<file path="src/logic/pdpc_defines.svh">
// Constants for the port direction and pad-control block.
// Assumes a 32-bit AXI4-Lite register bus; each index is a word.
`ifndef PDPC_DEFINES_SVH
`define PDPC_DEFINES_SVH

// Register indices; byte address is four times the index
`define PDPC_IDX_DATA     16'hF230
`define PDPC_IDX_DIR      16'hF231
`define PDPC_IDX_CON      16'hF232
`define PDPC_IDX_CON_HI   16'hF233
`define PDPC_IDX_FSEL     16'hF234
`define PDPC_IDX_FSEL_HI  16'hF235

// Reset values
`define PDPC_RST_DATA     8'h00
`define PDPC_RST_DIR      8'h00
`define PDPC_RST_CON      16'h0000
`define PDPC_RST_FSEL     16'h0000

// Field positions
`define PDPC_CODE_HI_OFS  8
`define PDPC_FSEL_GPIO    2'h0

// Direction encodings
`define PDPC_DIR_OUT      1'b0
`define PDPC_DIR_IN       1'b1

// Bus responses
`define PDPC_RESP_OKAY    2'h0
`define PDPC_RESP_SLVERR  2'h2

`endif

</file>
<file path="src/logic/pdpc_pkg.sv">
// Types shared by the port direction and pad-control block.
// Assumes pdpc_defines.svh is on the include path.
package pdpc_pkg;

    // Two-bit drive code of one pin
    typedef enum logic [1:0] {
        PDPC_CODE_HIZ  = 2'h0,  // Hi-Z out / hi-Z in
        PDPC_CODE_PCH  = 2'h1,  // P-channel out / pull-down in
        PDPC_CODE_NCH  = 2'h2,  // N-channel out / pull-up in
        PDPC_CODE_CMOS = 2'h3   // Push-pull out / hi-Z in
    } pdpc_code_t;

endpackage : pdpc_pkg

</file>
<file path="src/logic/pdpc_pad_cell.sv">
// One pin's pad decoder with registered enables.
// Assumes settings arrive from the register file of pdpc_port.
`include "pdpc_defines.svh"

module pdpc_pad_cell
    import pdpc_pkg::*;
(
    input  wire logic       aclk,
    input  wire logic       aresetn,
    input  wire logic       dir,
    input  wire logic [1:0] code,
    input  wire logic       data,
    input  wire logic [1:0] fsel,
    input  wire logic       alt_out,
    input  wire logic       alt_out_en,
    output logic            pad_o,
    output logic            pad_oe,
    output logic            pull_up_en,
    output logic            pull_down_en,
    output logic            drive_hi_en,
    output logic            drive_lo_en
);

    logic hi_d, lo_d, pu_d, pd_d;   // Next enables
    pdpc_code_t code_e;             // Typed view of the code

    ////////////////////////////////////////////////////////////////
    // Decode settings into driver and pull enables
    always_comb begin
        code_e = pdpc_code_t'(code);
        hi_d   = 1'b0;
        lo_d   = 1'b0;
        pu_d   = 1'b0;
        pd_d   = 1'b0;
        if (fsel != `PDPC_FSEL_GPIO) begin
            // Alternate function owns the pin; push-pull only
            hi_d = alt_out_en & alt_out;
            lo_d = alt_out_en & ~alt_out;
        end else if (dir == `PDPC_DIR_OUT) begin
            unique case (code_e)
                PDPC_CODE_HIZ: ;
                PDPC_CODE_PCH: hi_d = data;
                PDPC_CODE_NCH: lo_d = ~data;
                PDPC_CODE_CMOS: begin
                    hi_d = data;
                    lo_d = ~data;
                end
            endcase
        end else begin
            unique case (code_e)
                PDPC_CODE_PCH: pd_d = 1'b1;
                PDPC_CODE_NCH: pu_d = 1'b1;
                PDPC_CODE_HIZ, PDPC_CODE_CMOS: ;
            endcase
        end
    end

    ////////////////////////////////////////////////////////////////
    // Register the enables so pads never see decode glitches
    always_ff @(posedge aclk) begin
        if (!aresetn) begin
            drive_hi_en  <= 1'b0;
            drive_lo_en  <= 1'b0;
            pull_up_en   <= 1'b0;
            pull_down_en <= 1'b0;
        end else begin
            drive_hi_en  <= hi_d;
            drive_lo_en  <= lo_d;
            pull_up_en   <= pu_d;
            pull_down_en <= pd_d;
        end
    end

    // Only one side ever drives, so the level is the high enable
    assign pad_o  = drive_hi_en;
    assign pad_oe = drive_hi_en | drive_lo_en;

endmodule : pdpc_pad_cell

</file>
<file path="src/logic/pdpc_port.sv">
// Eight-pin port: direction, pad control, data and function select
// registers behind an AXI4-Lite slave, plus one pad decoder per pin.
// Assumes pad_i is already synchronous to aclk and that the
// alternate-function peripherals supply alt_out and alt_out_en.
//
// The AXI4-Lite interface to the registers was decided locally.
`include "pdpc_defines.svh"

module pdpc_port
    import pdpc_pkg::*;
#(
    parameter int ADDR_W = 18,  // Covers index 0xF235 times four
    parameter int PINS   = 8    // Pins of the port
) (
    input  wire logic              aclk,
    input  wire logic              aresetn,
    // Write address channel
    input  wire logic [ADDR_W-1:0] s_axi_awaddr,
    input  wire logic [2:0]        s_axi_awprot,
    input  wire logic              s_axi_awvalid,
    output logic                   s_axi_awready,
    // Write data channel
    input  wire logic [31:0]       s_axi_wdata,
    input  wire logic [3:0]        s_axi_wstrb,
    input  wire logic              s_axi_wvalid,
    output logic                   s_axi_wready,
    // Write response channel
    output logic [1:0]             s_axi_bresp,
    output logic                   s_axi_bvalid,
    input  wire logic              s_axi_bready,
    // Read address channel
    input  wire logic [ADDR_W-1:0] s_axi_araddr,
    input  wire logic [2:0]        s_axi_arprot,
    input  wire logic              s_axi_arvalid,
    output logic                   s_axi_arready,
    // Read data channel
    output logic [31:0]            s_axi_rdata,
    output logic [1:0]             s_axi_rresp,
    output logic                   s_axi_rvalid,
    input  wire logic              s_axi_rready,
    // Alternate-function drive from peripherals
    input  wire logic [PINS-1:0]   alt_out,
    input  wire logic [PINS-1:0]   alt_out_en,
    // Pads
    input  wire logic [PINS-1:0]   pad_i,
    output logic [PINS-1:0]        pad_o,
    output logic [PINS-1:0]        pad_oe,
    output logic [PINS-1:0]        pull_up_en,
    output logic [PINS-1:0]        pull_down_en,
    output logic [PINS-1:0]        drive_hi_en,
    output logic [PINS-1:0]        drive_lo_en
);

    ////////////////////////////////////////////////////////////////
    // Register state
    // Every register clears on the synchronous reset
    logic [PINS-1:0]   data_q;    // Port data value
    logic [PINS-1:0]   dir_q;     // Pin direction
    logic [2*PINS-1:0] con_q;     // Pad drive control
    logic [2*PINS-1:0] fsel_q;    // Pin function select

    // Write channel holding state
    logic [ADDR_W-1:0] aw_addr_q; // Latched write address
    logic              aw_got_q;  // Address held
    logic [31:0]       w_data_q;  // Latched write data
    logic [3:0]        w_strb_q;  // Latched strobes
    logic              w_got_q;   // Data held
    logic              bvalid_q;  // Response pending
    logic [1:0]        bresp_q;   // Response code

    // Read channel state
    logic              rvalid_q;  // Read data pending
    logic [31:0]       rdata_q;   // Read data
    logic [1:0]        rresp_q;   // Read response

    // Commit strobe: address and data both held, response slot free
    logic              do_write;  // Both halves present

    ////////////////////////////////////////////////////////////////
    // Functions

    // True when a byte address selects the given register index
    // Address bits 1:0 are ignored, so every access names a whole word
    function automatic logic hit(input logic [ADDR_W-1:0] a,
                                 input logic [15:0] idx);
        hit = (a[ADDR_W-1:2] == idx[ADDR_W-3:0]);
    endfunction : hit

    // True when a byte address selects any mapped register
    function automatic logic mapped(input logic [ADDR_W-1:0] a);
        mapped = hit(a, `PDPC_IDX_DATA)  | hit(a, `PDPC_IDX_DIR)  |
                 hit(a, `PDPC_IDX_CON)   | hit(a, `PDPC_IDX_CON_HI) |
                 hit(a, `PDPC_IDX_FSEL)  | hit(a, `PDPC_IDX_FSEL_HI);
    endfunction : mapped

    // Replace one byte of old when its strobe is set
    // Bytes without a strobe keep their stored value
    function automatic logic [7:0] merge(input logic [7:0] old_v,
                                         input logic [7:0] new_v,
                                         input logic       en);
        merge = en ? new_v : old_v;
    endfunction : merge

    // Readback of the data register: stored value for outputs,
    // sampled level for inputs
    function automatic logic [7:0] data_view(input logic [7:0] d,
                                             input logic [7:0] dr,
                                             input logic [7:0] p);
        data_view = (d & ~dr) | (p & dr);
    endfunction : data_view

    // Read mux over all mapped indices; narrow data in low bits
    // Unmapped addresses read as zero with an error response
    function automatic logic [31:0] rd_word(
        input logic [ADDR_W-1:0] a,
        input logic [7:0]        d,
        input logic [7:0]        dr,
        input logic [15:0]       c,
        input logic [15:0]       f,
        input logic [7:0]        p
    );
        rd_word = 32'h00000000;
        if (hit(a, `PDPC_IDX_DATA))
            rd_word = {24'h000000, data_view(d, dr, p)};
        else if (hit(a, `PDPC_IDX_DIR))
            rd_word = {24'h000000, dr};
        else if (hit(a, `PDPC_IDX_CON))
            rd_word = {16'h0000, c};
        else if (hit(a, `PDPC_IDX_CON_HI))
            rd_word = {24'h000000, c[15:8]};
        else if (hit(a, `PDPC_IDX_FSEL))
            rd_word = {16'h0000, f};
        else if (hit(a, `PDPC_IDX_FSEL_HI))
            rd_word = {24'h000000, f[15:8]};
    endfunction : rd_word

    ////////////////////////////////////////////////////////////////
    // Write address and data are taken independently, in any order
    assign s_axi_awready = !aw_got_q;
    assign s_axi_wready  = !w_got_q;
    // Commit waits for a free response slot
    assign do_write      = aw_got_q & w_got_q & !bvalid_q;

    // Address holding register; the slot frees on the commit edge, so a
    // master that re-offers at once sees one idle cycle between writes
    always_ff @(posedge aclk) begin
        if (!aresetn) begin
            aw_got_q  <= 1'b0;
            aw_addr_q <= '0;
        end else if (s_axi_awvalid && s_axi_awready) begin
            aw_got_q  <= 1'b1;
            aw_addr_q <= s_axi_awaddr;
        end else if (do_write) begin
            aw_got_q  <= 1'b0;
        end
    end

    // Data holding register; kept apart from the address so either
    // channel may arrive first
    always_ff @(posedge aclk) begin
        if (!aresetn) begin
            w_got_q  <= 1'b0;
            w_data_q <= 32'h00000000;
            w_strb_q <= 4'h0;
        end else if (s_axi_wvalid && s_axi_wready) begin
            w_got_q  <= 1'b1;
            w_data_q <= s_axi_wdata;
            w_strb_q <= s_axi_wstrb;
        end else if (do_write) begin
            w_got_q  <= 1'b0;
        end
    end

    // Write response; unmapped addresses answer SLVERR
    // No commit starts while an answer is pending, so the response
    // slot is never overwritten before the master has taken it
    always_ff @(posedge aclk) begin
        if (!aresetn) begin
            bvalid_q <= 1'b0;
            bresp_q  <= `PDPC_RESP_OKAY;
        end else if (do_write) begin
            bvalid_q <= 1'b1;
            bresp_q  <= mapped(aw_addr_q) ? `PDPC_RESP_OKAY
                                          : `PDPC_RESP_SLVERR;
        end else if (s_axi_bready) begin
            bvalid_q <= 1'b0;
        end
    end

    assign s_axi_bvalid = bvalid_q;
    assign s_axi_bresp  = bresp_q;

    ////////////////////////////////////////////////////////////////
    // Data register; stored even in input mode for later output
    // Only the low strobe matters: the register is one byte wide
    always_ff @(posedge aclk) begin
        if (!aresetn) begin
            data_q <= `PDPC_RST_DATA;
        end else if (do_write && hit(aw_addr_q, `PDPC_IDX_DATA)) begin
            data_q <= merge(data_q, w_data_q[7:0], w_strb_q[0]);
        end
    end

    // Direction register, one bit per pin
    // Reset leaves every pin an output with its drivers off
    always_ff @(posedge aclk) begin
        if (!aresetn) begin
            dir_q <= `PDPC_RST_DIR;
        end else if (do_write && hit(aw_addr_q, `PDPC_IDX_DIR)) begin
            dir_q <= merge(dir_q, w_data_q[7:0], w_strb_q[0]);
        end
    end

    // Pad control: halfword at its base, byte at either index
    // The high-byte index is the same storage as bits 15:8, so a byte
    // write there and a halfword write here can never disagree
    always_ff @(posedge aclk) begin
        if (!aresetn) begin
            con_q <= `PDPC_RST_CON;
        end else if (do_write) begin
            if (hit(aw_addr_q, `PDPC_IDX_CON)) begin
                con_q[7:0]  <= merge(con_q[7:0], w_data_q[7:0],
                                     w_strb_q[0]);
                con_q[15:8] <= merge(con_q[15:8], w_data_q[15:8],
                                     w_strb_q[1]);
            end else if (hit(aw_addr_q, `PDPC_IDX_CON_HI)) begin
                con_q[15:8] <= merge(con_q[15:8], w_data_q[7:0],
                                     w_strb_q[0]);
            end
        end
    end

    // Function select: same halfword/byte arrangement
    // Code 00 on a pin leaves it to the direction and pad-control logic
    always_ff @(posedge aclk) begin
        if (!aresetn) begin
            fsel_q <= `PDPC_RST_FSEL;
        end else if (do_write) begin
            if (hit(aw_addr_q, `PDPC_IDX_FSEL)) begin
                fsel_q[7:0]  <= merge(fsel_q[7:0], w_data_q[7:0],
                                      w_strb_q[0]);
                fsel_q[15:8] <= merge(fsel_q[15:8], w_data_q[15:8],
                                      w_strb_q[1]);
            end else if (hit(aw_addr_q, `PDPC_IDX_FSEL_HI)) begin
                fsel_q[15:8] <= merge(fsel_q[15:8], w_data_q[7:0],
                                      w_strb_q[0]);
            end
        end
    end

    ////////////////////////////////////////////////////////////////
    // Read channel: one read at a time, data one edge after address
    // Data are captured at the address edge, so an input pin returns
    // its level at that edge, not at the edge the master takes it
    assign s_axi_arready = !rvalid_q;

    always_ff @(posedge aclk) begin
        if (!aresetn) begin
            rvalid_q <= 1'b0;
            rdata_q  <= 32'h00000000;
            rresp_q  <= `PDPC_RESP_OKAY;
        end else if (s_axi_arvalid && s_axi_arready) begin
            rvalid_q <= 1'b1;
            rdata_q  <= rd_word(s_axi_araddr, data_q, dir_q,
                                con_q, fsel_q, pad_i);
            rresp_q  <= mapped(s_axi_araddr) ? `PDPC_RESP_OKAY
                                             : `PDPC_RESP_SLVERR;
        end else if (s_axi_rready) begin
            rvalid_q <= 1'b0;
        end
    end

    assign s_axi_rvalid = rvalid_q;
    assign s_axi_rdata  = rdata_q;
    assign s_axi_rresp  = rresp_q;

    ////////////////////////////////////////////////////////////////
    // One pad decoder per pin; pin n uses bits n and n+8
    // Each cell registers its enables, so pads change one edge after
    // the register write that caused them
    for (genvar n = 0; n < PINS; n++) begin : g_pin
        pdpc_pad_cell u_cell (
            .aclk         (aclk),
            .aresetn      (aresetn),
            .dir          (dir_q[n]),
            .code         ({con_q[n+`PDPC_CODE_HI_OFS],
                            con_q[n]}),
            .data         (data_q[n]),
            .fsel         ({fsel_q[n+`PDPC_CODE_HI_OFS],
                            fsel_q[n]}),
            .alt_out      (alt_out[n]),
            .alt_out_en   (alt_out_en[n]),
            .pad_o        (pad_o[n]),
            .pad_oe       (pad_oe[n]),
            .pull_up_en   (pull_up_en[n]),
            .pull_down_en (pull_down_en[n]),
            .drive_hi_en  (drive_hi_en[n]),
            .drive_lo_en  (drive_lo_en[n])
        );
    end

    // Protection bits carry no meaning for this port
    // Upper strobes and data are dropped: no register is wider than 16 bits
    logic unused_prot;
    assign unused_prot = ^{s_axi_awprot, s_axi_arprot,
                           w_strb_q[3:2], w_data_q[31:16]};

endmodule : pdpc_port

</file>
<file path="config.mk">
export PLATFORM = sky130hd
export DESIGN_NAME = pdpc_port
export DESIGN_NICKNAME = d
export VERILOG_FILES = /design/src/logic/pdpc_pkg.sv /design/src/logic/pdpc_pad_cell.sv /design/src/logic/pdpc_port.sv
export VERILOG_INCLUDE_DIRS = /design/src /design/src/logic
export SDC_FILE = /design/constraint.sdc
export NUM_CORES = 1
export LEC_CHECK = 0
export ABC_CLOCK_PERIOD_IN_PS = 3050
export BUFFER_PORTS_ARGS = -buffer_cell sky130_fd_sc_hd__buf_2
export CELL_PAD_IN_SITES_DETAIL_PLACEMENT = 1
export CELL_PAD_IN_SITES_GLOBAL_PLACEMENT = 2
export CORE_UTILIZATION = 32
export CTS_CLUSTER_DIAMETER = 40
export DETAILED_ROUTE_END_ITERATION = 7
export GPL_ROUTABILITY_DRIVEN = 0
export PLACE_DENSITY = 0.93
export SLEW_MARGIN = 20
export SYNTH_ARGS = -nofsm -noshare
export SYNTH_HDL_FRONTEND = slang
export SYNTH_SLANG_ARGS = --single-unit
export TNS_END_PERCENT = 20
</file>
<file path="constraint.sdc">
create_clock -name aclk -period 3.05 [get_ports aclk]
set_clock_uncertainty 0.2 [all_clocks]
set_input_delay 0.305 -clock aclk [delete_from_list [all_inputs] [get_ports aclk]]
set_output_delay 0.305 -clock aclk [all_outputs]
set_load 0.05 [all_outputs]
</file>
Word-level counts from Yosys, hierarchy flattened. Index checks and enable logic that the tools add are counted.

Bits in registers: 156. Bits of input ports: 109. Logic and storage cells: 291. Output and inout bits: 89.

Reductions and logical operators: 55. Bitwise operators: 65. Multiplexer cells: 85. Equality and inequality tests: 38.

Operator list (number): 16-bit equality test, second input constant (12); 16-bit two-way mux (5); 1-bit two-way mux (71); 8-bit two-way mux (7); 2-bit equality test, second input constant (16); 2-bit nonzero test (16); 2-bit OR reduction (16); 1-bit inverter (25); 3-bit OR reduction (8); 1-bit AND (18); 1-bit bitwise OR (18); 8-bit AND (2); 2-bit by 1-bit equality test with 1-bit output, second input constant (8); 8-bit inverter (1); 8-bit bitwise OR (1); 4-bit AND reduction (2); 3-bit AND reduction (2); 1-bit logical AND (5); 1-bit zero test (4); 2-bit two-way mux (2); 2-bit inequality test, second input constant (2); 2-bit AND reduction (2).

Depth between registers and ports, before layout. Gate-level depths: netlist of run 1.

Depth after elaboration: 7. Depth in mapped cells: 7.

Hierarchy. From an unflattened synthesis of run 1, not the netlist that was laid out.

Cell total of the unflattened synthesis: 727. Area total of the unflattened synthesis: 6557.5 um2.

By module, submodules not included: pdpc_port (times used 1, cells an instance 599, area each 5176.2 um2); pdpc_pad_cell (times used 8, cells an instance 16, area each 172.7 um2).

Worst setup path after synthesis of run 1. No wires, ideal clock.

Path type: register to register. Start point: register aw_addr_q[8]. End point: register data_q[0]. Data arrival time: 1.781 ns. Stages on the path, launching flop included: 7. Required time: 2.721 ns. Setup slack: 0.940 ns. Path through: dfxtp_1 -> or4b_4 -> or4_1 -> buf_2 -> buf_6 -> o21ai_1 -> a21oi_1.

Word-level cells in the longest chain between the ends: 3.

Ends and longest elaborated chain: start, declared (RTL line pdpc_port.sv:63) `logic [ADDR_W-1:0] aw_addr_q;`; start signal, assigned (RTL line pdpc_port.sv:152) `aw_addr_q <= s_axi_awaddr;`; 16-bit equality test (RTL line pdpc_port.sv:86) `hit = (a[ADDR_W-1:2] == idx[ADDR_W-3:0]);`; 1-bit logical AND (RTL line pdpc_port.sv:199) `` end else if (do_write && hit(aw_addr_q, `PDPC_IDX_DATA)) begin ``; 2-bit AND reduction (no line); end signal, assigned (RTL line pdpc_port.sv:198) `` data_q <= `PDPC_RST_DATA; ``; end signal, assigned (RTL line pdpc_port.sv:200) `data_q <= merge(data_q, w_data_q[7:0], w_strb_q[0]);`; end, declared (RTL line pdpc_port.sv:57) `logic [PINS-1:0] data_q;`.

No other way between the ends. A chain may end at the register's enable or synchronous reset.

Worst setup path in the final report of run 1.
Start point: register aw_addr_q[8]. End point: register dir_q[4].

Word-level cells in the longest chain between the ends: 3.

Ends and longest elaborated chain: 16-bit equality test (RTL line pdpc_port.sv:86); 1-bit logical AND (RTL line pdpc_port.sv:209) `` end else if (do_write && hit(aw_addr_q, `PDPC_IDX_DIR)) begin ``; 2-bit AND reduction (no line); end signal, assigned (RTL line pdpc_port.sv:208) `` dir_q <= `PDPC_RST_DIR; ``; end signal, assigned (RTL line pdpc_port.sv:210) `dir_q <= merge(dir_q, w_data_q[7:0], w_strb_q[0]);`; end, declared (RTL line pdpc_port.sv:58) `logic [PINS-1:0] dir_q;`.

No other way between the ends.

==> implementation parameters, run 1 <==
Parameter                              Value

Finish
  Layout area overhead ... 25.9%
  FF/Latch Area ... 2720 um^2
  Total of fill cells in the finished design ... 2437
  Diodes inserted ... 0
  Layout cell share with drive strength beyond 1 ... 26.1%
  Area of the multi-input gates ... 3170 um^2
  Total number of nets in the final design ... 1012
  Count of placed standard cells in the final layout, fillers left out ... 1186

Pwr
  Worst IR drop on VDD ... 374 uV
  Pwr Total ... 4.44 mW
  Cell-internal power ... 3.29 mW
  Net switching fraction of the power ... 25.9%
  Register share of total power ... 42.1%
  Comb power frac ... 9.9%
  Net Sw Power ... 1.15 mW
  P_leak ... 3.23 nW
  Power density over the cells ... 536 nW/um^2
  Clock network fraction of design power ... 48.0%

Synth
  Basic-gate share of the synthesized area counting and, or, nand and nor cells ... 21.4%
  Share of synthesized area spent on multiplexers ... 7.19%
  Synth Area in Compound Gates ... 18.4%
  Count of synthesis-stage warnings from yosys ... 0
  Area share of xor/xnor cells in the synthesized design ... 0%
  Async S/R FF share, synth ... 0%
  Syn Area/Cell ... 8.65 um^2
  Main combinational cell family by area after synthesis ... simple AND/OR/NAND/NOR gates
  Synthesized instance count ... 760
  Post-Synth Adder-Cell Area ... 0%
  Total of flip-flops plus latches after synthesis ... 136
  Synth cell types ... 52
  Number of flops mapped to enable cells by yosys ... 0
  Sequential element share of the synthesized area ... 41.4%
  Combined area of all synthesized cells ... 6580 um^2
  Dominant register cell in the synthesized netlist ... sky130_fd_sc_hd__dfxtp_1

Global routing
  Total global routing track utilization ... 19.4%
  Number of antenna violations at the first check in global routing ... 0
  Gr ovfl total ... 0
  Number of global-route vias before repair ... 6138
  Largest net degree at the start of global routing ... 29
  First-pass GRT wire length ... 32800 um

Worst setup path
  Critical Path Slowest Stage Cell ... sky130_fd_sc_hd__or4_1
  Buffers and inverters on the worst path ... 0
  Type of destination of the critical path ... register
  Max FO, Critical Path ... 16
  Setup crit start kind ... register
  Largest delay share family, worst path ... simple AND/OR/NAND/NOR gates
  Stages on the worst setup path ... 4
  Critical path start-end classification ... reg -> reg
  Sequence of cells on the critical path ... or4b_4 -> or4_1 -> o21ai_0 -> a21oi_1
  Data arrival time of the worst path ... 2.61 ns
  R2R depth ... 4
  Required time at the endpoint of the critical path ... 3.15 ns
  Largest incremental delay on the critical path ... 0.84 ns

Routing
  Mean number of vias per cell ... 5.23
  Starting DRC count in detailed routing ... 350
  Vias after detailed routing ... 6200
  Routed wire length on met2 ... 9600 um
  Uppermost routed layer ... met4
  Met3 WL ... 1140 um
  Routed wire length ... 20300 um
  Total DRC errors in the routed layout ... 0
  Total iterations of the first detailed-routing run ... 5
  DR WL/cell ... 17.1 um
  Length of routed wiring on met1 ... 9230 um
  Remaining number of nets flagged by the antenna check after routing ... 0

Placement
  Number of buffers inserted by port buffering ... 151
  HPWL reported at the end of detailed placement ... 14400 um
  Setup Slack @ Placement ... 0.609 ns
  Number of placed cells counting well taps ... 1101

STA
  Post-Route Hold Slack ... 0.0166 ns
  Period utilisation layout ... 82.4%
  RSZ-0062 raised after global routing ... false
  Headroom to the max-slew limit ... 54.3%
  Total Negative Setup Slacks ... 0 ns
  Max Clk Rate ... 0.398 GHz
  Final max-slew violation count ... 0
  # setup viols final ... 0
  Final worst-path setup slack ... 0.537 ns
  Fin. Hold Viols ... 0
  Time the worst path needs with I/O delays and setup ... 2.51 ns
  Slew @ Worst Pin ... 0.685 ns

Clock tree
  Clk_lat worst skew ... 0.42 ns
  Post-cts gate resize count ... 0
  CTS root buffer ... sky130_fd_sc_hd__clkbuf_16
  Total CTS buffers ... 17
  Hold-fix buffers, CTS ... 53
  TritonCTS clock tree ... done
  CTS HTree Levels ... 4
  Number of buffers inserted by post-CTS setup repair ... 0
  CTS Buffer Depth ... 2
  Clock edge transition at the registers on the reported setup and hold paths ... 0.06 ns
  Clock Sink Count ... 136

Floorplanning
  Placeable core region ... 20200 um^2
  Die W ... 145 um
  Full die area ... 21100 um^2
  Placement row count ... 52
  Die height ... 145 um
  I/O Pins ... 198
  Starting density of the core ... 32.6%

Run status
  Result of the run ... finished, final reports clean

Hold path
  Worst Hold Path Cells ... 3
  Class of the tightest hold or removal check ... in -> reg

Flow run
  Count of maximum capacitance violations ... 0
[stage by stage]
stage               util [%]  cell area, um^2
CTS                     41.0             8280
global placement        35.4             7130
global route            41.0             8280
floorplan                  -             6640
finish                  41.0             8280
detailed placement      35.4             7130
[final timing paths]
kind | slack, ns | startpoint | end
worst max register to register | 0.54 | aw_addr_q[8]$_SDFFE_PN0P_ | dir_q[4]$_SDFFE_PN0P_
worst min register to register | 0.27 | aw_addr_q[11]$_SDFFE_PN0P_ | aw_addr_q[11]$_SDFFE_PN0P_
worst max-delay path | 0.54 | aw_addr_q[8]$_SDFFE_PN0P_ | dir_q[4]$_SDFFE_PN0P_
worst min-delay path | 0.02 | alt_out_en[5] | g_pin[5].u_cell.drive_hi_en$_SDFF_PN0_
[cells by family after synthesis]
family	after synthesis
compound gates	210
buf+inv	119
flops	136
mux	38
other cells	1
simple gates	256
[final cells by class]
| class | count | share of cell area [%] |
|---|---|---|
| timing repair buffer | 222 | 17.2 |
| multi-input combinational | 522 | 38.3 |
| clock buffer | 18 | 5.31 |
| clock inverter | 14 | 2.07 |
| inverter | 4 | 0.181 |
| tap | 270 | 4.08 |
| sequential | 136 | 32.9 |
[per-layer routing]
layer / track usage [%] / up-vias
met4: 6.16 / 0
met2: 32.0 / 209
met3: 4.36 / 33
met5: 0 / -
li1: - / 2955
met1: 25.3 / 3003
[registers in the layout (all words and copies together) (netlist names)]
register                   count
g_pin.u_cell.drive_lo_en       8
g_pin.u_cell.drive_hi_en       8
w_strb_q                       2
s_axi_bvalid                   1
aw_got_q                       1
fsel_q                        16
s_axi_bresp                    1
g_pin.u_cell.pull_down_en      8
s_axi_rvalid                   1
s_axi_rdata                   16
s_axi_rresp                    1
aw_addr_q                     16
g_pin.u_cell.pull_up_en        8
dir_q                          8
con_q                         16
w_data_q                      16
data_q                         8
w_got_q                        1
[Yosys cell counts (4+ instances only)]
master	number	area [um^2]
sky130_fd_sc_hd__nor3_1	16	80.1
sky130_fd_sc_hd__mux2i_1	18	180
sky130_fd_sc_hd__nand2_1	96	360
sky130_fd_sc_hd__a31oi_1	9	56.3
sky130_fd_sc_hd__a32o_1	4	40.0
sky130_fd_sc_hd__nand4_1	12	75.1
sky130_fd_sc_hd__nand3_1	28	140
sky130_fd_sc_hd__buf_1	4	15.0
sky130_fd_sc_hd__nand3b_1	13	97.6
sky130_fd_sc_hd__buf_6	4	45.0
sky130_fd_sc_hd__clkbuf_1	27	101
sky130_fd_sc_hd__o21ai_0	47	235
sky130_fd_sc_hd__buf_2	10	50.1
sky130_fd_sc_hd__dfxtp_1	136	2720
sky130_fd_sc_hd__mux4_2	6	135
sky130_fd_sc_hd__a221oi_1	4	35.0
sky130_fd_sc_hd__o32a_1	7	70.1
sky130_fd_sc_hd__mux2_2	14	158
sky130_fd_sc_hd__nand4b_1	17	149
sky130_fd_sc_hd__nor2_1	29	109
sky130_fd_sc_hd__buf_4	68	510
sky130_fd_sc_hd__nor2b_1	4	25.0
sky130_fd_sc_hd__a211oi_1	16	120
sky130_fd_sc_hd__a21oi_1	99	495
sky130_fd_sc_hd__or2_2	8	50.1
sky130_fd_sc_hd__inv_1	4	15.0
sky130_fd_sc_hd__o211ai_1	8	60.1
sky130_fd_sc_hd__o21ai_1	11	55.1
[layout by cell type, fill, tap and decap left out, types with 16 or more instances in the layout]
cell type	Yosys	routed
sky130_fd_sc_hd__nor3_1	16	16
sky130_fd_sc_hd__a211oi_1	16	16
sky130_fd_sc_hd__nor2_1	29	29
sky130_fd_sc_hd__a21oi_1	99	99
sky130_fd_sc_hd__nand2_1	96	96
sky130_fd_sc_hd__buf_4	68	18
sky130_fd_sc_hd__dlygate4sd3_1	1	53
sky130_fd_sc_hd__conb_1	1	18
sky130_fd_sc_hd__dfxtp_1	136	136
sky130_fd_sc_hd__o21ai_0	47	47
sky130_fd_sc_hd__mux2i_1	18	18
sky130_fd_sc_hd__nand4b_1	17	17
sky130_fd_sc_hd__buf_2	10	151
sky130_fd_sc_hd__clkbuf_16	0	17
sky130_fd_sc_hd__nand3_1	28	28
[worst min-delay path: stages]
cell and delay [ns]:
sky130_fd_sc_hd__buf_2 0.11, sky130_fd_sc_hd__o211ai_1 0.10, sky130_fd_sc_hd__a21oi_1 0.07
[power groups by stage]
stage,Sequential [mW],Clock (mW),Combinational [mW]
2_1_floorplan,1.94,0,0.236
5_1_grt,1.87,2.24,0.476
4_1_cts,1.87,2.16,0.441
6_report,1.87,2.13,0.441
3_5_place_dp,1.90,0,0.390
3_3_place_gp,1.90,0,0.384
Note: power is estimated with default switching activity, not from simulation.
==> inputs of run 2 (changes only) <==
--- a/config.mk
+++ b/config.mk
@@ -6,15 +6,16 @@
 export SDC_FILE = /design/constraint.sdc
 export NUM_CORES = 1
 export LEC_CHECK = 0
-export ABC_CLOCK_PERIOD_IN_PS = 3050
+export ABC_AREA = 1
+export ABC_CLOCK_PERIOD_IN_PS = 2490
 export BUFFER_PORTS_ARGS = -buffer_cell sky130_fd_sc_hd__buf_2
 export CELL_PAD_IN_SITES_DETAIL_PLACEMENT = 1
 export CELL_PAD_IN_SITES_GLOBAL_PLACEMENT = 2
-export CORE_UTILIZATION = 32
+export CORE_UTILIZATION = 28
 export CTS_CLUSTER_DIAMETER = 40
 export DETAILED_ROUTE_END_ITERATION = 7
 export GPL_ROUTABILITY_DRIVEN = 0
-export PLACE_DENSITY = 0.93
+export PLACE_DENSITY = 0.88
 export SLEW_MARGIN = 20
 export SYNTH_ARGS = -nofsm -noshare
 export SYNTH_HDL_FRONTEND = slang
==> constraint.sdc (replaced) <==
create_clock -name aclk -period 2.49 [get_ports aclk]
set_clock_uncertainty 0.2 [all_clocks]
set_input_delay 0.249 -clock aclk [delete_from_list [all_inputs] [get_ports aclk]]
set_output_delay 0.249 -clock aclk [all_outputs]
set_load 0.05 [all_outputs]
==> implementation parameters, run 2 <==
Parameter                              Value

Clock tree
  Clk_lat worst skew ... 0.43 ns
  Clock Sink Count ... 136
  Clock edge transition at the registers on the reported setup and hold paths ... 0.06 ns
  Total CTS buffers ... 17
  CTS Buffer Depth ... 2
  CTS HTree Levels ... 4
  TritonCTS clock tree ... done
  Post-cts gate resize count ... 0
  Number of buffers inserted by post-CTS setup repair ... 0
  CTS root buffer ... sky130_fd_sc_hd__clkbuf_16
  Hold-fix buffers, CTS ... 62

Synth
  Area share of xor/xnor cells in the synthesized design ... 0%
  Cell taking the most area after synthesis ... sky130_fd_sc_hd__dfxtp_1
  Main combinational cell family by area after synthesis ... simple AND/OR/NAND/NOR gates
  Total of flip-flops plus latches after synthesis ... 136
  Share of synthesized area spent on multiplexers ... 0%
  Count of synthesis-stage warnings from yosys ... 0
  Syn Area/Cell ... 7.27 um^2
  Combined area of all synthesized cells ... 6560 um^2
  Biggest area contributors in the synthesized netlist ... sky130_fd_sc_hd__dfxtp_1 42%, sky130_fd_sc_hd__nand2_1 8.8%, sky130_fd_sc_hd__a21oi_1 8.1%
  Synth Area in Compound Gates ... 15.6%
  Synthesized instance count ... 902
  Share of Yosys cell area claimed by the top area cell type ... 41.5%
  Async S/R FF share, synth ... 0%
  Dominant register cell in the synthesized netlist ... sky130_fd_sc_hd__dfxtp_1
  Count leader, synth ... sky130_fd_sc_hd__nand2_1
  Basic-gate share of the synthesized area counting and, or, nand and nor cells ... 28.6%
  Post-Synth Adder-Cell Area ... 0%
  Number of flops mapped to enable cells by yosys ... 0
  Top post-synthesis cells by count ... 154 x sky130_fd_sc_hd__nand2_1, 136 x sky130_fd_sc_hd__dfxtp_1, 106 x sky130_fd_sc_hd__a21oi_1
  Sequential element share of the synthesized area ... 41.5%
  Synth cell types ... 38

Finish
  Layout cell share with drive strength beyond 1 ... 22.6%
  Commonest cells after routing, fill and taps aside ... 154 x sky130_fd_sc_hd__nand2_1, 151 x sky130_fd_sc_hd__buf_2, 136 x sky130_fd_sc_hd__dfxtp_1
  FF/Latch Area ... 2720 um^2
  Post-layout util ... 37.1%
  Layout area overhead ... 29.0%
  Area of the multi-input gates ... 2970 um^2
  Total of fill cells in the finished design ... 2836
  Total number of nets in the final design ... 1176
  Count of placed standard cells in the final layout, fillers left out ... 1393
  Most common cell after layout, fill and taps aside ... sky130_fd_sc_hd__nand2_1
  Diodes inserted ... 0

Global routing
  Gr ovfl total ... 0
  Number of antenna violations at the first check in global routing ... 0
  Largest net degree at the start of global routing ... 71
  First-pass GRT wire length ... 32800 um
  Total global routing track utilization ... 17.5%
  Number of global-route vias before repair ... 6429

Worst setup path
  Register-to-register setup slack ... 0.35 ns
  Stages on the worst setup path ... 7
  Setup crit start kind ... register
  Type of destination of the critical path ... register
  Max FO, Critical Path ... 16
  Critical Path Slowest Stage Cell ... sky130_fd_sc_hd__nand2_1
  Buffers and inverters on the worst path ... 0
  Sequence of cells on the critical path ... nand2_1 -> nor3_2 -> nand2_1 -> nor3_2 -> nand2_1 -> a21oi_1 -> nor2_1
  Data arrival time of the worst path ... 2.25 ns
  Most repeated library cell on the critical path ... sky130_fd_sc_hd__nand2_1
  Largest incremental delay on the critical path ... 0.39 ns
  R2R depth ... 7
  Required time at the endpoint of the critical path ... 2.60 ns
  Critical path start-end classification ... reg -> reg
  Largest delay share family, worst path ... simple AND/OR/NAND/NOR gates

Floorplanning
  Placeable core region ... 22800 um^2
  Die height ... 155 um
  Starting density of the core ... 28.8%
  Die W ... 155 um
  Placement row count ... 55
  Full die area ... 24000 um^2
  I/O Pins ... 198

Placement
  Number of buffers inserted by port buffering ... 151
  HPWL reported at the end of detailed placement ... 14600 um
  Number of placed cells counting well taps ... 1299

Routing
  Remaining number of nets flagged by the antenna check after routing ... 0
  Routed wire length ... 20400 um
  DR WL/cell ... 14.7 um
  Starting DRC count in detailed routing ... 357
  Total iterations of the first detailed-routing run ... 4
  Vias after detailed routing ... 6360
  Total DRC errors in the routed layout ... 0
  Mean number of vias per cell ... 4.57

Hold path
  Worst Hold Path Cells ... 4
  Class of the tightest hold or removal check ... in -> reg

STA
  # setup viols final ... 0
  Headroom to the max-slew limit ... 35.1%
  Time the worst path needs with I/O delays and setup ... 2.14 ns
  Max Clk Rate ... 0.467 GHz
  RSZ-0062 raised after global routing ... false
  Post-Route Hold Slack ... 0.0643 ns
  Total Negative Setup Slacks ... 0 ns
  Period utilisation layout ... 86.0%
  Fin. Hold Viols ... 0
  Slew @ Worst Pin ... 0.968 ns
  Final max-slew violation count ... 0

Run status
  Result of the run ... finished, final reports clean

Pwr
  Power density over the cells ... 638 nW/um^2
  Pwr Total ... 5.40 mW
  P_leak ... 3.56 nW
  Worst IR drop on VDD ... 385 uV

Flow run
  Count of maximum capacitance violations ... 0
==> run 2: changes by cell type after synthesis, sizes merged, moves of 9 or more <==
cell	before	now
inv	4	74
nor2	29	98
nand2	96	161
nand3	28	72
o21ai	58	86
mux2i	18	0
nand4b	17	0
a211oi	16	0
nand4	12	27
mux2	14	0
a31oi	9	0
buf	86	77
==> run 2: worst paths after layout <==
path,from,end
hold / removal,s_axi_araddr[3],s_axi_rresp[1]$_SDFFE_PN0P_
hold reg to reg,aw_addr_q[10]$_SDFFE_PN0P_,aw_addr_q[10]$_SDFFE_PN0P_
setup reg to reg,aw_addr_q[11]$_SDFFE_PN0P_,con_q[14]$_SDFFE_PN0P_
setup / recovery,aw_addr_q[11]$_SDFFE_PN0P_,con_q[14]$_SDFFE_PN0P_
==> run 2: cell type report <==
cell class	count	share of cell area (%)
inverter	75	3.33
clock inverter	13	1.97
multi-input combinational	611	35.1
tap	313	4.63
timing repair buffer	226	17.6
clock buffer	19	5.24
sequential	136	32.2
==> run 2: tightest hold or removal path, cell delays in order <==
cell                      delay, ns
sky130_fd_sc_hd__buf_2         0.16
sky130_fd_sc_hd__a21oi_1       0.09
sky130_fd_sc_hd__nand4_1       0.07
sky130_fd_sc_hd__a21oi_1       0.06
==> run 2: power breakdown <==
part | switching (mW) | internal, mW
sequential | 0.0529 | 2.23
combinational | 0.317 | 0.180
clock | 1.00 | 1.61
total | 1.37 | 4.02
==> run 2: metal layers <==
metal | vias up | share of wire, % | global-route usage (%)
met5 | - | 0 | 0
met4 | 0 | 1.5 | 5.47
met3 | 20 | 3.7 | 3.73
met2 | 145 | 47 | 29.9
met1 | 2960 | 47 | 21.8
li1 | 3235 | - | -
==> run 2: kinds of logic after synthesis <==
| group | after synthesis |
|---|---|
| AND/OR/NAND/NOR | 395 |
| AO/OA/AOI/OAI | 198 |
| buffers and inverters | 172 |
| flip-flops | 136 |
| other | 1 |
==> run 2: per-stage QoR <==
stage               area (um^2)  setup WS, ns
floorplan                  6620         0.370
global placement           7230         0.376
detailed placement         7230         0.323
CTS                        8460         0.348
global route               8460         0.168
finish                     8460         0.349
==> inputs of run 3 (changes only) <==
--- a/config.mk
+++ b/config.mk
@@ -7,15 +7,15 @@
 export NUM_CORES = 1
 export LEC_CHECK = 0
 export ABC_AREA = 1
-export ABC_CLOCK_PERIOD_IN_PS = 2490
+export ABC_CLOCK_PERIOD_IN_PS = 1900
 export BUFFER_PORTS_ARGS = -buffer_cell sky130_fd_sc_hd__buf_2
 export CELL_PAD_IN_SITES_DETAIL_PLACEMENT = 1
 export CELL_PAD_IN_SITES_GLOBAL_PLACEMENT = 2
-export CORE_UTILIZATION = 28
+export CORE_UTILIZATION = 25
 export CTS_CLUSTER_DIAMETER = 40
 export DETAILED_ROUTE_END_ITERATION = 7
 export GPL_ROUTABILITY_DRIVEN = 0
-export PLACE_DENSITY = 0.88
+export PLACE_DENSITY = 0.83
 export SLEW_MARGIN = 20
 export SYNTH_ARGS = -nofsm -noshare
 export SYNTH_HDL_FRONTEND = slang
==> constraint.sdc (replaced) <==
create_clock -name aclk -period 1.9 [get_ports aclk]
set_clock_uncertainty 0.2 [all_clocks]
set_input_delay 0.19 -clock aclk [delete_from_list [all_inputs] [get_ports aclk]]
set_output_delay 0.19 -clock aclk [all_outputs]
set_load 0.05 [all_outputs]
==> implementation parameters, run 3 (synthesized netlist as in run 2, its figures left out) <==
Parameter                              Value

Worst setup path
  Type of destination of the critical path ... register
  Critical path start-end classification ... reg -> reg
  Required time at the endpoint of the critical path ... 2.01 ns
  Setup crit start kind ... register
  Data arrival time of the worst path ... 1.94 ns
  Max FO, Critical Path ... 12

Global routing
  Total global routing track utilization ... 16.3%
  Largest net degree at the start of global routing ... 57
  Gr ovfl total ... 0
  Number of global-route vias before repair ... 6578
  Number of antenna violations at the first check in global routing ... 0
  First-pass GRT wire length ... 34200 um

Floorplanning
  I/O Pins ... 198
  Full die area ... 26900 um^2
  Placement row count ... 58
  Die height ... 164 um
  Die W ... 164 um
  Placeable core region ... 25500 um^2
  Starting density of the core ... 25.7%

Routing
  Starting DRC count in detailed routing ... 286
  Mean number of vias per cell ... 4.54
  Remaining number of nets flagged by the antenna check after routing ... 0
  Total DRC errors in the routed layout ... 0
  DR WL/cell ... 14.7 um
  Total iterations of the first detailed-routing run ... 4
  Vias after detailed routing ... 6519
  Routed wire length ... 21100 um

Clock tree
  TritonCTS clock tree ... done
  CTS HTree Levels ... 4
  CTS Buffer Depth ... 2
  Total CTS buffers ... 17
  Clock edge transition at the registers on the reported setup and hold paths ... 0.06 ns
  CTS root buffer ... sky130_fd_sc_hd__clkbuf_16
  Clock Sink Count ... 136
  Clk_lat worst skew ... 0.42 ns

Placement
  Number of buffers inserted by port buffering ... 151
  Post-Place Cell Area ... 7430 um^2
  Setup Slack @ Placement ... 0.00595 ns
  HPWL reported at the end of detailed placement ... 15500 um

STA
  Max Clk Rate ... 0.547 GHz
  Final max-slew violation count ... 0
  Fin. Hold Viols ... 0
  Final worst-path setup slack ... 0.0729 ns
  Time the worst path needs with I/O delays and setup ... 1.83 ns
  Period utilisation layout ... 96.2%
  RSZ-0062 raised after global routing ... true
  # setup viols final ... 0

Pwr
  P_leak ... 3.70 nW
  Power density over the cells ... 775 nW/um^2
  Worst IR drop on VDD ... 363 uV

Hold path
  Class of the tightest hold or removal check ... in -> reg

Finish
  Area of the multi-input gates ... 3040 um^2
  Commonest cells after routing, fill and taps aside ... 150 x sky130_fd_sc_hd__nand2_1, 150 x sky130_fd_sc_hd__buf_2, 131 x sky130_fd_sc_hd__dfxtp_1
  Area of all placed cells without fillers ... 8790 um^2
  Total of fill cells in the finished design ... 3166
  Layout area overhead ... 34.0%
  FF/Latch Area ... 2730 um^2
  Total number of nets in the final design ... 1203
  Diodes inserted ... 0
  Layout cell share with drive strength beyond 1 ... 25.9%

Flow run
  Count of maximum capacitance violations ... 0

Run status
  Result of the run ... finished, final reports clean
[run 3: cell count changes in the layout (fill, tap and decap cells not counted), moves of 5 or more]
cell,previous run,this run
sky130_fd_sc_hd__a21oi_1,106,101
sky130_fd_sc_hd__a21oi_2,0,5
sky130_fd_sc_hd__buf_4,12,28
sky130_fd_sc_hd__dfxtp_1,136,131
[run 3: metrics by stage]
stage	TNS [ns]	hold WS, ns	utilization (%)	power, mW	cells
after detailed placement	0	0.222	29.2	3.63	1332
final	0	0.0546	34.5	6.81	1435
after CTS	0	0.0561	33.9	6.87	1428
after global placement	0	0.214	29.2	3.61	1332
after global routing	-0.472	0.0798	34.5	7.08	1435
after floorplan	0	0.125	-	3.43	919
[run 3: where the power goes]
part / internal, mW / switching (mW) / total, mW
sequential: 2.92 / 0.0752 / 3.00
clock: 1.88 / 1.25 / 3.14
combinational: 0.255 / 0.416 / 0.671
[run 3: what timing repair did]
item,in CTS,in global routing
setup buffers,0,7
endpoints found under the hold margin,55,0
endpoints found under the setup margin,1,34
gates resized for setup,1,30
pin swaps,0,10
hold buffers,66,0
[run 3: final timing paths]
path         cells past startpoint  slack, ns                  startpoint                          end
max                              8       0.07  aw_addr_q[17]$_SDFFE_PN0P_       con_q[15]$_SDFFE_PN0P_
min reg2reg                      2       0.26  aw_addr_q[12]$_SDFFE_PN0P_   aw_addr_q[12]$_SDFFE_PN0P_
max reg2reg                      8       0.07  aw_addr_q[17]$_SDFFE_PN0P_       con_q[15]$_SDFFE_PN0P_
min                              5       0.05                    pad_i[4]  s_axi_rdata[4]$_SDFFE_PN0P_
[run 3: worst max-delay path, stage by stage (launching register included)]
cell and delay [ns]:
sky130_fd_sc_hd__dfxtp_2 0.36, sky130_fd_sc_hd__nand4_4 0.12, sky130_fd_sc_hd__nor3_4 0.33, sky130_fd_sc_hd__nand2_4 0.17, sky130_fd_sc_hd__buf_4 0.18, sky130_fd_sc_hd__nand2_1 0.04
sky130_fd_sc_hd__o21ai_0 0.10, sky130_fd_sc_hd__a21oi_1 0.15, sky130_fd_sc_hd__nor2_1 0.07
[run 3: cell type report]
| type | count | share of cell area (%) |
|---|---|---|
| well taps | 330 | 4.70 |
| multi-input cells | 611 | 34.6 |
| inverters | 75 | 3.25 |
| clock buffers | 22 | 5.40 |
| clock inverters | 8 | 0.840 |
| flip-flops and latches | 136 | 31.1 |
| repair buffers | 253 | 20.1 |
[run 3: routing by layer]
metal / vias up / track usage [%] / part of all wire, %
met1: 3081 / 21.2 / 47
met2: 128 / 27.4 / 48
met5: - / 0 / 0
met4: 0 / 4.42 / 0.97
li1: 3294 / - / -
met3: 16 / 3.23 / 4.1
